==> config.mk <==
export PLATFORM = sky130hd
export DESIGN_NAME = pfod_top
export DESIGN_NICKNAME = d
export VERILOG_FILES = /design/src/hdl/pfod_pkg.sv /design/src/hdl/pfod_if.sv /design/src/hdl/pfod_top.sv /design/src/hdl/pfod_fault_chan.sv /design/src/hdl/pfod_duty_unit.sv
export VERILOG_INCLUDE_DIRS = /design/src /design/src/hdl
export SDC_FILE = /design/constraint.sdc
export NUM_CORES = 1
export LEC_CHECK = 0
export ABC_AREA = 0
export ABC_CLOCK_PERIOD_IN_PS = 2500
export BUFFER_PORTS_ARGS = -buffer_cell sky130_fd_sc_hd__buf_2
export CELL_PAD_IN_SITES_DETAIL_PLACEMENT = 1
export CELL_PAD_IN_SITES_GLOBAL_PLACEMENT = 1
export CORE_UTILIZATION = 45
export CTS_CLUSTER_SIZE = 16
export DETAILED_ROUTE_END_ITERATION = 12
export PLACE_DENSITY_LB_ADDON = 0.1
export SKIP_CTS_REPAIR_TIMING = 1
export SLEW_MARGIN = 20
export SYNTH_ARGS = -nofsm -noshare
export SYNTH_HDL_FRONTEND = slang
export SYNTH_SLANG_ARGS = --single-unit
==> constraint.sdc <==
create_clock -name clk -period 2.5 [get_ports clk]
set_input_delay 0.375 -clock clk [delete_from_list [all_inputs] [get_ports clk]]
set_output_delay 0.375 -clock clk [all_outputs]
set_load 0.05 [all_outputs]
==> src/hdl/pfod_defs.svh <==
`ifndef PFOD_DEFS_SVH
`define PFOD_DEFS_SVH

// Word index of each register on the bus
`define PFOD_IDX_FLTA      4'h0
`define PFOD_IDX_FLTB      4'h1
`define PFOD_IDX_OVD       4'h2
`define PFOD_IDX_DUTY1     4'h3
`define PFOD_IDX_DUTY2     4'h4
`define PFOD_IDX_DUTY3     4'h5
`define PFOD_IDX_DUTY4     4'h6
`define PFOD_IDX_UPDCTL    4'h7
`define PFOD_IDX_IRQSTAT   4'h8
`define PFOD_IDX_IRQMASK   4'h9
`define PFOD_IDX_STATUS    4'ha

// Field positions
`define PFOD_FLT_MODE_BIT  7
`define PFOD_FLT_OV_LSB    8
`define PFOD_OVD_SEL_LSB   8
`define PFOD_UPD_IUE_BIT   2
`define PFOD_UPD_OVERRIDE_SYNC_SELECT_BIT 1
`define PFOD_UPD_BUFFER_TRANSFER_DISABLE_BIT  0
`define PFOD_IRQ_FLTA_BIT  0
`define PFOD_IRQ_FLTB_BIT  1

// Writable bits and reset values
`define PFOD_FLT_WMASK     16'hff8f
`define PFOD_UPD_WMASK     16'h0007
`define PFOD_IRQ_WMASK     16'h0003
`define PFOD_FLT_RESET     16'h0000
`define PFOD_OVD_RESET     16'hff00
`define PFOD_DUTY_RESET    16'h0000
`define PFOD_UPD_RESET     16'h0000
`define PFOD_IRQ_RESET     16'h0000

`endif

==> src/hdl/pfod_pkg.sv <==
package pfod_pkg;

  localparam int PFOD_PAIRS = 4;
  localparam int PFOD_DW    = 16;

  typedef logic [PFOD_DW-1:0] pfod_word_t;

  typedef struct packed {
    logic held;
    logic prev;
  } pfod_flt_state_t;

  typedef struct packed {
    pfod_word_t [PFOD_PAIRS-1:0] act;
  } pfod_duty_state_t;

  typedef struct packed {
    pfod_word_t                  flta;
    pfod_word_t                  fltb;
    pfod_word_t                  ovd_buf;
    pfod_word_t                  ovd_act;
    pfod_word_t [PFOD_PAIRS-1:0] duty_buf;
    pfod_word_t                  upd;
    pfod_word_t                  irq_stat;
    pfod_word_t                  irq_mask;
    logic [31:0]                 rdata;
    logic                        wait_r;
    logic                        irq;
    logic [PFOD_PAIRS-1:0]       pin_h;
    logic [PFOD_PAIRS-1:0]       pin_l;
  } pfod_top_state_t;

endpackage

==> src/hdl/pfod_if.sv <==
`timescale 1ns/10ps
interface pfod_flt_if;
  logic fault_in;
  logic cyc_mode;
  logic period_start;
  logic sw_clear;
  logic force_on;
  logic event_p;

  modport chan
  (
    input  fault_in,
    input  cyc_mode,
    input  period_start,
    input  sw_clear,
    output force_on,
    output event_p
  );
  modport ctrl
  (
    output fault_in,
    output cyc_mode,
    output period_start,
    output sw_clear,
    input  force_on,
    input  event_p
  );
endinterface

interface pfod_duty_if;
  import pfod_pkg::*;
  pfod_word_t [PFOD_PAIRS-1:0] buf_val;
  pfod_word_t [PFOD_PAIRS-1:0] act_val;
  logic                        period_start;
  logic                        immediate;
  logic                        xfer_off;

  modport unit
  (
    input  buf_val,
    input  period_start,
    input  immediate,
    input  xfer_off,
    output act_val
  );
  modport ctrl
  (
    output buf_val,
    output period_start,
    output immediate,
    output xfer_off,
    input  act_val
  );
endinterface

==> src/hdl/pfod_top.sv <==
// How it works
// - Fault A forces each governed pin to its fault-A value bit.
// - Fault B forces each governed pin to its fault-B value bit.
// - Fault A mode bit: one is cycle by cycle, zero is latched.
// - Fault B mode bit: one is cycle by cycle, zero is latched.
// - Four fault-A enables put pin pairs one to four under fault A.
// - Four fault-B enables put pin pairs one to four under fault B.
// - With both faults on a pair, fault A values win.
// - Override bit set lets the generator drive the pin, else manual bit.
// - Manual bit drives the pin level while its override bit is clear.
// - Four 16-bit read/write duty values, zero after reset.
// - Bits 6 to 4 of both fault registers ignore writes, read zero.
// - Immediate bit: duty copies at once, else at period start.
// - Sync bit: override applies at period start, else next cycle.
// - Transfer-disable bit stops duty buffer copies to active values.
//
// Implementation choices: the register offsets and the Avalon-MM interface to the registers.
`timescale 1ns/10ps
`include "pfod_defs.svh"
module pfod_top
  import pfod_pkg::*;
(
  input  wire logic         clk,
  input  wire logic         sys_rst,
  input  wire logic [3:0]   avs_address,
  input  wire logic         avs_read,
  input  wire logic         avs_write,
  input  wire logic [31:0]  avs_writedata,
  input  wire logic [3:0]   avs_byteenable,
  output logic      [31:0]  avs_readdata,
  output logic              avs_waitrequest,
  input  wire logic         fault_a_in,
  input  wire logic         fault_b_in,
  input  wire logic         period_start,
  input  wire logic [7:0]   gen_pins,
  output logic      [3:0]   pwm_high_side_pin,
  output logic      [3:0]   pwm_low_side_pin,
  output logic      [63:0]  active_duty,
  output logic              irq
);

  pfod_top_state_t s_reg;
  pfod_top_state_t s_next;

  pfod_flt_if  flt [2] ();
  pfod_duty_if dty ();

  logic       commit_wr;
  logic [1:0] irq_clr;
  logic [1:0] flt_force;
  logic [1:0] flt_event;

  function automatic pfod_word_t be_merge
  (
    input pfod_word_t old_v,
    input pfod_word_t new_v,
    input logic [1:0] be,
    input pfod_word_t wmask
  );
    pfod_word_t m;
    m = {{8{be[1]}}, {8{be[0]}}} & wmask;
    return (old_v & ~m) | (new_v & m);
  endfunction

  assign commit_wr = avs_write & ~s_reg.wait_r;
  assign irq_clr   = (commit_wr && avs_address == `PFOD_IDX_IRQSTAT) ?
                     (avs_writedata[1:0] & {avs_byteenable[0], avs_byteenable[0]}) : 2'b00;

  // Channel 0 is fault A, channel 1 is fault B
  assign flt[0].fault_in     = fault_a_in;
  assign flt[0].cyc_mode     = s_reg.flta[`PFOD_FLT_MODE_BIT];
  assign flt[0].period_start = period_start;
  assign flt[0].sw_clear     = irq_clr[`PFOD_IRQ_FLTA_BIT];
  assign flt[1].fault_in     = fault_b_in;
  assign flt[1].cyc_mode     = s_reg.fltb[`PFOD_FLT_MODE_BIT];
  assign flt[1].period_start = period_start;
  assign flt[1].sw_clear     = irq_clr[`PFOD_IRQ_FLTB_BIT];

  genvar gi;
  generate
    for (gi = 0; gi < 2; gi++)
    begin : g_flt
      pfod_fault_chan u_chan
      (
        .clk     (clk),
        .sys_rst (sys_rst),
        .flt     (flt[gi])
      );
      assign flt_force[gi] = flt[gi].force_on;
      assign flt_event[gi] = flt[gi].event_p;
    end
  endgenerate

  assign dty.buf_val      = s_reg.duty_buf;
  assign dty.period_start = period_start;
  assign dty.immediate    = s_reg.upd[`PFOD_UPD_IUE_BIT];
  assign dty.xfer_off     = s_reg.upd[`PFOD_UPD_BUFFER_TRANSFER_DISABLE_BIT];

  pfod_duty_unit u_duty
  (
    .clk     (clk),
    .sys_rst (sys_rst),
    .dty     (dty)
  );

  always_comb
  begin
    pfod_word_t rd;
    logic       base;
    logic       gsel;
    logic [1:0] be;
    int         pin;
    rd   = '0;
    base = 1'b0;
    gsel = 1'b0;
    be   = avs_byteenable[1:0];
    pin  = 0;
    s_next = s_reg;

    // One wait state: request seen, then answered next cycle
    s_next.wait_r = 1'b1;
    if ((avs_read | avs_write) & s_reg.wait_r)
    begin
      s_next.wait_r = 1'b0;
      case (avs_address)
        `PFOD_IDX_FLTA:    rd = s_reg.flta;
        `PFOD_IDX_FLTB:    rd = s_reg.fltb;
        `PFOD_IDX_OVD:     rd = s_reg.ovd_buf;
        `PFOD_IDX_DUTY1:   rd = s_reg.duty_buf[0];
        `PFOD_IDX_DUTY2:   rd = s_reg.duty_buf[1];
        `PFOD_IDX_DUTY3:   rd = s_reg.duty_buf[2];
        `PFOD_IDX_DUTY4:   rd = s_reg.duty_buf[3];
        `PFOD_IDX_UPDCTL:  rd = s_reg.upd;
        `PFOD_IDX_IRQSTAT: rd = s_reg.irq_stat;
        `PFOD_IDX_IRQMASK: rd = s_reg.irq_mask;
        `PFOD_IDX_STATUS:  rd = {s_reg.pin_h, s_reg.pin_l, 6'h00, flt_force};
        default:           rd = '0;
      endcase
      s_next.rdata = {16'h0000, rd};
    end

    if (commit_wr)
    begin
      case (avs_address)
        `PFOD_IDX_FLTA:    s_next.flta     = be_merge(s_reg.flta, avs_writedata[15:0], be, `PFOD_FLT_WMASK);
        `PFOD_IDX_FLTB:    s_next.fltb     = be_merge(s_reg.fltb, avs_writedata[15:0], be, `PFOD_FLT_WMASK);
        `PFOD_IDX_OVD:     s_next.ovd_buf  = be_merge(s_reg.ovd_buf, avs_writedata[15:0], be, 16'hffff);
        `PFOD_IDX_DUTY1:   s_next.duty_buf[0] = be_merge(s_reg.duty_buf[0], avs_writedata[15:0], be, 16'hffff);
        `PFOD_IDX_DUTY2:   s_next.duty_buf[1] = be_merge(s_reg.duty_buf[1], avs_writedata[15:0], be, 16'hffff);
        `PFOD_IDX_DUTY3:   s_next.duty_buf[2] = be_merge(s_reg.duty_buf[2], avs_writedata[15:0], be, 16'hffff);
        `PFOD_IDX_DUTY4:   s_next.duty_buf[3] = be_merge(s_reg.duty_buf[3], avs_writedata[15:0], be, 16'hffff);
        `PFOD_IDX_UPDCTL:  s_next.upd      = be_merge(s_reg.upd, avs_writedata[15:0], be, `PFOD_UPD_WMASK);
        `PFOD_IDX_IRQMASK: s_next.irq_mask = be_merge(s_reg.irq_mask, avs_writedata[15:0], be, `PFOD_IRQ_WMASK);
        default:           s_next.irq_mask = s_reg.irq_mask;
      endcase
    end

    // Fault events are sticky; a new event beats a same-cycle clear
    s_next.irq_stat[1:0] = (s_reg.irq_stat[1:0] & ~irq_clr) | flt_event;
    s_next.irq = |(s_next.irq_stat[1:0] & s_next.irq_mask[1:0]);

    if (!s_reg.upd[`PFOD_UPD_OVERRIDE_SYNC_SELECT_BIT] || period_start)
      s_next.ovd_act = s_reg.ovd_buf;

    for (int p = 0; p < PFOD_PAIRS; p++)
    begin
      for (int side = 0; side < 2; side++)
      begin
        pin  = 2 * p + side;
        gsel = s_reg.ovd_act[`PFOD_OVD_SEL_LSB + pin];
        base = gsel ? gen_pins[pin] : s_reg.ovd_act[pin];
        if (flt_force[0] && s_reg.flta[p])
          base = s_reg.flta[`PFOD_FLT_OV_LSB + pin];
        else if (flt_force[1] && s_reg.fltb[p])
          base = s_reg.fltb[`PFOD_FLT_OV_LSB + pin];
        if (side == 1)
          s_next.pin_h[p] = base;
        else
          s_next.pin_l[p] = base;
      end
    end
  end

  always_ff @(posedge clk)
  begin
    if (sys_rst)
    begin
      s_reg          <= '0;
      s_reg.ovd_buf  <= `PFOD_OVD_RESET;
      s_reg.ovd_act  <= `PFOD_OVD_RESET;
      s_reg.flta     <= `PFOD_FLT_RESET;
      s_reg.fltb     <= `PFOD_FLT_RESET;
      s_reg.duty_buf <= {PFOD_PAIRS{`PFOD_DUTY_RESET}};
      s_reg.upd      <= `PFOD_UPD_RESET;
      s_reg.irq_stat <= `PFOD_IRQ_RESET;
      s_reg.irq_mask <= `PFOD_IRQ_RESET;
      s_reg.wait_r   <= 1'b1;
    end
    else
      s_reg <= s_next;
  end

  assign avs_readdata      = s_reg.rdata;
  assign avs_waitrequest   = s_reg.wait_r;
  assign pwm_high_side_pin = s_reg.pin_h;
  assign pwm_low_side_pin  = s_reg.pin_l;
  assign irq               = s_reg.irq;
  assign active_duty       = dty.act_val;

endmodule

==> src/hdl/pfod_fault_chan.sv <==
`timescale 1ns/10ps
module pfod_fault_chan
  import pfod_pkg::*;
(
  input wire logic  clk,
  input wire logic  sys_rst,
  pfod_flt_if.chan  flt
);

  pfod_flt_state_t s_reg;
  pfod_flt_state_t s_next;

  always_comb
  begin
    s_next      = s_reg;
    s_next.prev = flt.fault_in;
    if (flt.fault_in)
      s_next.held = 1'b1;
    else if (flt.cyc_mode ? flt.period_start : flt.sw_clear)
      s_next.held = 1'b0;
  end

  always_ff @(posedge clk)
  begin
    if (sys_rst)
      s_reg <= '0;
    else
      s_reg <= s_next;
  end

  // Forced while input or hold is on
  assign flt.force_on = flt.fault_in | s_reg.held;
  assign flt.event_p  = flt.fault_in & ~s_reg.prev;

endmodule

==> src/hdl/pfod_duty_unit.sv <==
`timescale 1ns/10ps
module pfod_duty_unit
  import pfod_pkg::*;
(
  input wire logic  clk,
  input wire logic  sys_rst,
  pfod_duty_if.unit dty
);

  pfod_duty_state_t s_reg;
  pfod_duty_state_t s_next;
  logic             xfer;

  always_comb
  begin
    s_next = s_reg;
    xfer = ~dty.xfer_off & (dty.immediate | dty.period_start);
    if (xfer)
      s_next.act = dty.buf_val;
  end

  always_ff @(posedge clk)
  begin
    if (sys_rst)
      s_reg <= '0;
    else
      s_reg <= s_next;
  end

  assign dty.act_val = s_reg.act;

endmodule

# --- Yosys cells after proc, flatten, opt, wreduce, memory -nomap -nowiden ---
# Cells that the tools add are included.
totals:
  output_inout_bits: 106
  elab_cells: 138
  reg_bits: 256
classes:
  n_bitwise: 44
  eq_ne: 10
  n_reduce_logical: 24
  muxes: 35
op_table:
  columns: ["operator", "count"]
  rows:
  - ["$and 16x16->16", 11]
  - ["$pmux 16 s11", 1]
  - ["$or 16x16->16", 9]
  - ["$not 16->16", 2]
  - ["$mux 1", 31]
  - ["$reduce_and 2->1", 9]
  - ["$and 16x2->16", 1]
  - ["$and 16x3->16", 1]
  - ["$eq 4x3->1 const B", 4]
  - ["$not 2->16", 1]
  - ["$not 3->16", 1]
  - ["$eq 4x4->1 const B", 3]
  - ["$logic_and 1x1->1", 9]
  - ["$eq 4x2->1 const B", 2]
  - ["$and 2x2->2", 3]
  - ["$mux 2", 3]
  - ["$and 1x1->1", 5]
  - ["$eq 4x1->1 const B", 1]
  - ["$logic_not 4->1", 1]
  - ["$not 1->1", 4]
  - ["$or 1x1->1", 4]
  - ["$reduce_bool 2->1", 2]
  - ["$not 2->2", 1]
  - ["$or 2x2->2", 1]
  - ["3 further kinds", 3]

# --- Logic depth before layout (Yosys ltp) ---
logic_depth:
  depth_word: 9
  ltp_mapped: 8
  depth_no_buf: 5

# --- Hierarchy ---
# A second synthesis with hierarchy kept.
hier_totals:
  hier_cells: 1101
  hier_area_um2: 10288.6
modules_own_cells:
  columns: ["mod", "cells_per_inst", "area_per_inst_um2", "instances", "seq_area_each_um2"]
  rows:
  - ["pfod_top", 807, 7231.9, 1, 3103.0]
  - ["pfod_duty_unit", 278, 2889.0, 1, 1281.2]
  - ["pfod_fault_chan", 8, 83.8, 2, 40.0]

# --- Least setup slack after synthesis ---
# OpenSTA, ideal clock, no wires.
synth_timing:
  path_type: "flip-flop to flip-flop"
  startpoint: "reg s_reg, in the netlist avs_waitrequest"
  endpoint: "reg with a tool-made name"
  path_buffers: 1
  path_slack_ns: 0.740
  required_ns: 2.372
  path_stages_with_launch: 7
  setup_time_ns: 0.128
  arrival_ns: 1.632
  path_cell_list: "dfxtp_1 nand3b_4 nand2b_1 buf_6 nor3_4 mux2i_1 nor2_1"
synth_rtl:
  columns: ["item", "line", "source"]
  rows:
  - ["start, declared", "pfod_top.sv:42", "pfod_top_state_t s_reg;"]
  - ["start signal, assigned", "pfod_top.sv:200", "s_reg <= s_next;"]

==> key figures <==
Job
  • Max-Cap Viols: 0

Layout
  • Layout area overhead: 16.7%
  • Multi-input logic area: 4440 um2
  • Fill cells: 2485
  • Layout Nets: 1261
  • Share of cells above drive strength 1: 0.190
  • Reg area: 4460 um2
  • Antenna fix cells: 0
  • Final instance area: 11100 um2

GRT
  • Grt ovf: 0
  • GRT Total Usage: 0.301
  • Vias in the first global route: 8495
  • Largest net degree at the start of global routing: 121
  • First-pass GRT wire length: around 50000 um
  • Antenna violations before repair: 0

Detailed routing
  • Vias per inst: 5.71
  • Routed Antenna Nets: 0
  • Post-Route WL: 32500 um
  • Drt first pass iters: 5
  • Post-route DRC: 0
  • Vias: 8526
  • DR WL/cell: 21.8 um
  • Initial drt markers: 731

Placement
  • GP Congestion: 0.913
  • IO buf count: between 100 and 150
  • Pre-CTS setup slack: 0.195 ns
  • Detailed placement HPWL: 23600 um
  • Placed Area: 10200 um2

Die
  • Top-level port count: 161
  • Die height: roughly 150 um
  • Placeable Area: 20400 um2
  • Initial Utilization: 0.464
  • Die area: about 22000 um2
  • Die width: 147 um
  • FP Rows: 52

Timing
  • Final worst slack: 0.532 ns
  • Setup Skew: 0.0132 ns
  • Final hold vios: 0
  • Final setup TNS: 0 ns
  • Minimum clock period after layout: 1.97 ns
  • FMAX: 508 MHz
  • Hold Slack: around 0.18 ns
  • RSZ-0062 raised after global routing: false
  • Tcrit/Tclk final: 0.787
  • Final setup violating endpoints: 0
  • Fin. max-slew vios: 0
  • Max transition margin: 0.468
  • Worst Tran Pin Value: between 0.7 and 0.8 ns

Yosys
  • Yosys cell types: 54
  • Async set-or-reset flop fraction in the synthesized netlist: 0
  • Cell accounting for the most synthesized area: dfxtp_1
  • YS warnings: 0
  • #FFs+latches synth: 223
  • Seq/Total Area, Yosys: 0.470
  • Top cells by area, synth: dfxtp_1 47%, nand2_1 9.5%, mux2i_1 9.3%
  • EDFF count, synth: 0
  • Cells after synthesis: 1119
  • Post-Syn Area per Cell: 8.48 um2
  • Top-area cell type share of the netlist area: 0.470
  • Primary FF master, synth: dfxtp_1
  • Netlist Area Pre-Place: 9490 um2

Setup path
  • CP max FO: 8
  • Critical path startpoint: avs_waitrequest
  • CP Capture Type: register
  • Crit path kind: register to register
  • Slowest stage delay, CP: about 0.52 ns
  • Slowest cell on the critical path: nor3_4
  • Critical Path AT: between 2 and 2.5 ns
  • Setup crit start kind: register
  • Crit-path cells: nand3b_4, nand2b_1, nor3_4, mux2i_1, nor2_1
  • WP data required: 2.88 ns
  • FF-to-FF Start: avs_waitrequest

Pwr
  • Pleak: roughly 4.3 nW
  • Worst-case vdd ir drop: 0.554 mV
  • Pwr/cell area: 736 nW/um2

CTS
  • Clock Tree Buf Depth: 3
  • CTS tree: done
  • H-tree depth: 1
  • Clock Sinks: between 200 and 250
  • Root buffer cell: clkbuf_16
  • Clk slew on worst S/H paths: 0.06 ns
  • Num CTS Buffers: 26
  • Worst-Skew Late Latency: 0.53 ns

Hold path
  • HP Class: input port to register
  • Hold path start: fault_a_in

Outcome
  • Status: finished, final reports clean
-- routing by layer --
metal,GRT usage,vias up,routed length (um)
li1,-,3966,-
met1,0.405,4175,14400
met2,0.494,316,15100
met3,0.0404,69,1920
met4,0.102,0,1120
met5,0,-,0
-- report_power, final --
part | total [mW] | internal [mW] | leakage [nW] | switching, mW
Clock | 3.97 | 2.50 | 0.450 | 1.47
Sequential | 3.60 | 3.58 | 1.80 | 0.0227
Combinational | 0.579 | 0.137 | 2.07 | 0.443
Total | 8.16 | 6.22 | 4.33 | 1.93
-- cells in the mapped netlist (all sizes together), types with 4 or more instances --
cell	number
nor3	6
a21oi	128
mux2i	88
nand2b	6
nor2b	12
o21ai	18
o32ai	5
mux2	9
dfxtp	223
a22o	14
a221oi	12
nand2	243
o22ai	4
clkbuf	47
or2	4
a31oi	10
a22oi	11
inv	4
nand3	60
nor2	110
buf	67
-- path summary, 6_finish.rpt --
check,end,slack [ns],depth (start not counted)
setup / recovery,register,0.53,5
hold / removal,g_flt[0].u_chan.s_reg[0],0.18,3
setup reg to reg,register,0.53,5
hold reg to reg,avs_readdata[15],0.43,2
-- layout make-up --
cell class	count	area share
Clock inverter	6	0.00949
Timing Repair Buffer	158	0.0815
Multi-Input combinational cell	792	0.401
Inverter	5	0.00169
Sequential cell	223	0.403
Tap cell	270	0.0305
Clock buffer	40	0.0726
-- worst max-delay path, delay by kind of cell (launching register included) --
kind          cells  cell delay, ns
simple gates      4            1.21
flops             1            0.34
mux               1            0.27
-- kinds of logic (layout without fill, tap and decap cells) --
group                  after synthesis  in the layout  synth area share
AO/OA/AOI/OAI                      222            222             0.142
flip-flops                         223            223             0.470
other                                1             16          0.000395
buffers and inverters              119            209            0.0686
AND/OR/NAND/NOR                    454            454             0.208
multiplexers                       100            100             0.111
-- cells in the final DEF (no fill, tap or decap), types with 10 or more instances in the layout --
cell,instances
nor2_1,103
a31oi_1,10
a22o_1,14
clkbuf_16,27
o21ai_0,18
a21oi_1,128
nor2b_1,12
nand2_1,241
a22oi_1,11
buf_2,125
mux2i_1,88
dfxtp_1,223
nand3_1,60
buf_4,30
conb_1,16
a221oi_1,12
-- per-stage QoR --
stage,total power [mW],std cells,utilization
6_report,8.16,1494,0.542
3_3_place_gp,4.25,1448,0.498
2_1_floorplan,4.08,1134,-
4_1_cts,8.20,1494,0.542
3_5_place_dp,4.25,1448,0.498
5_1_grt,8.38,1494,0.542
Note: power is estimated with default switching activity, not from simulation.
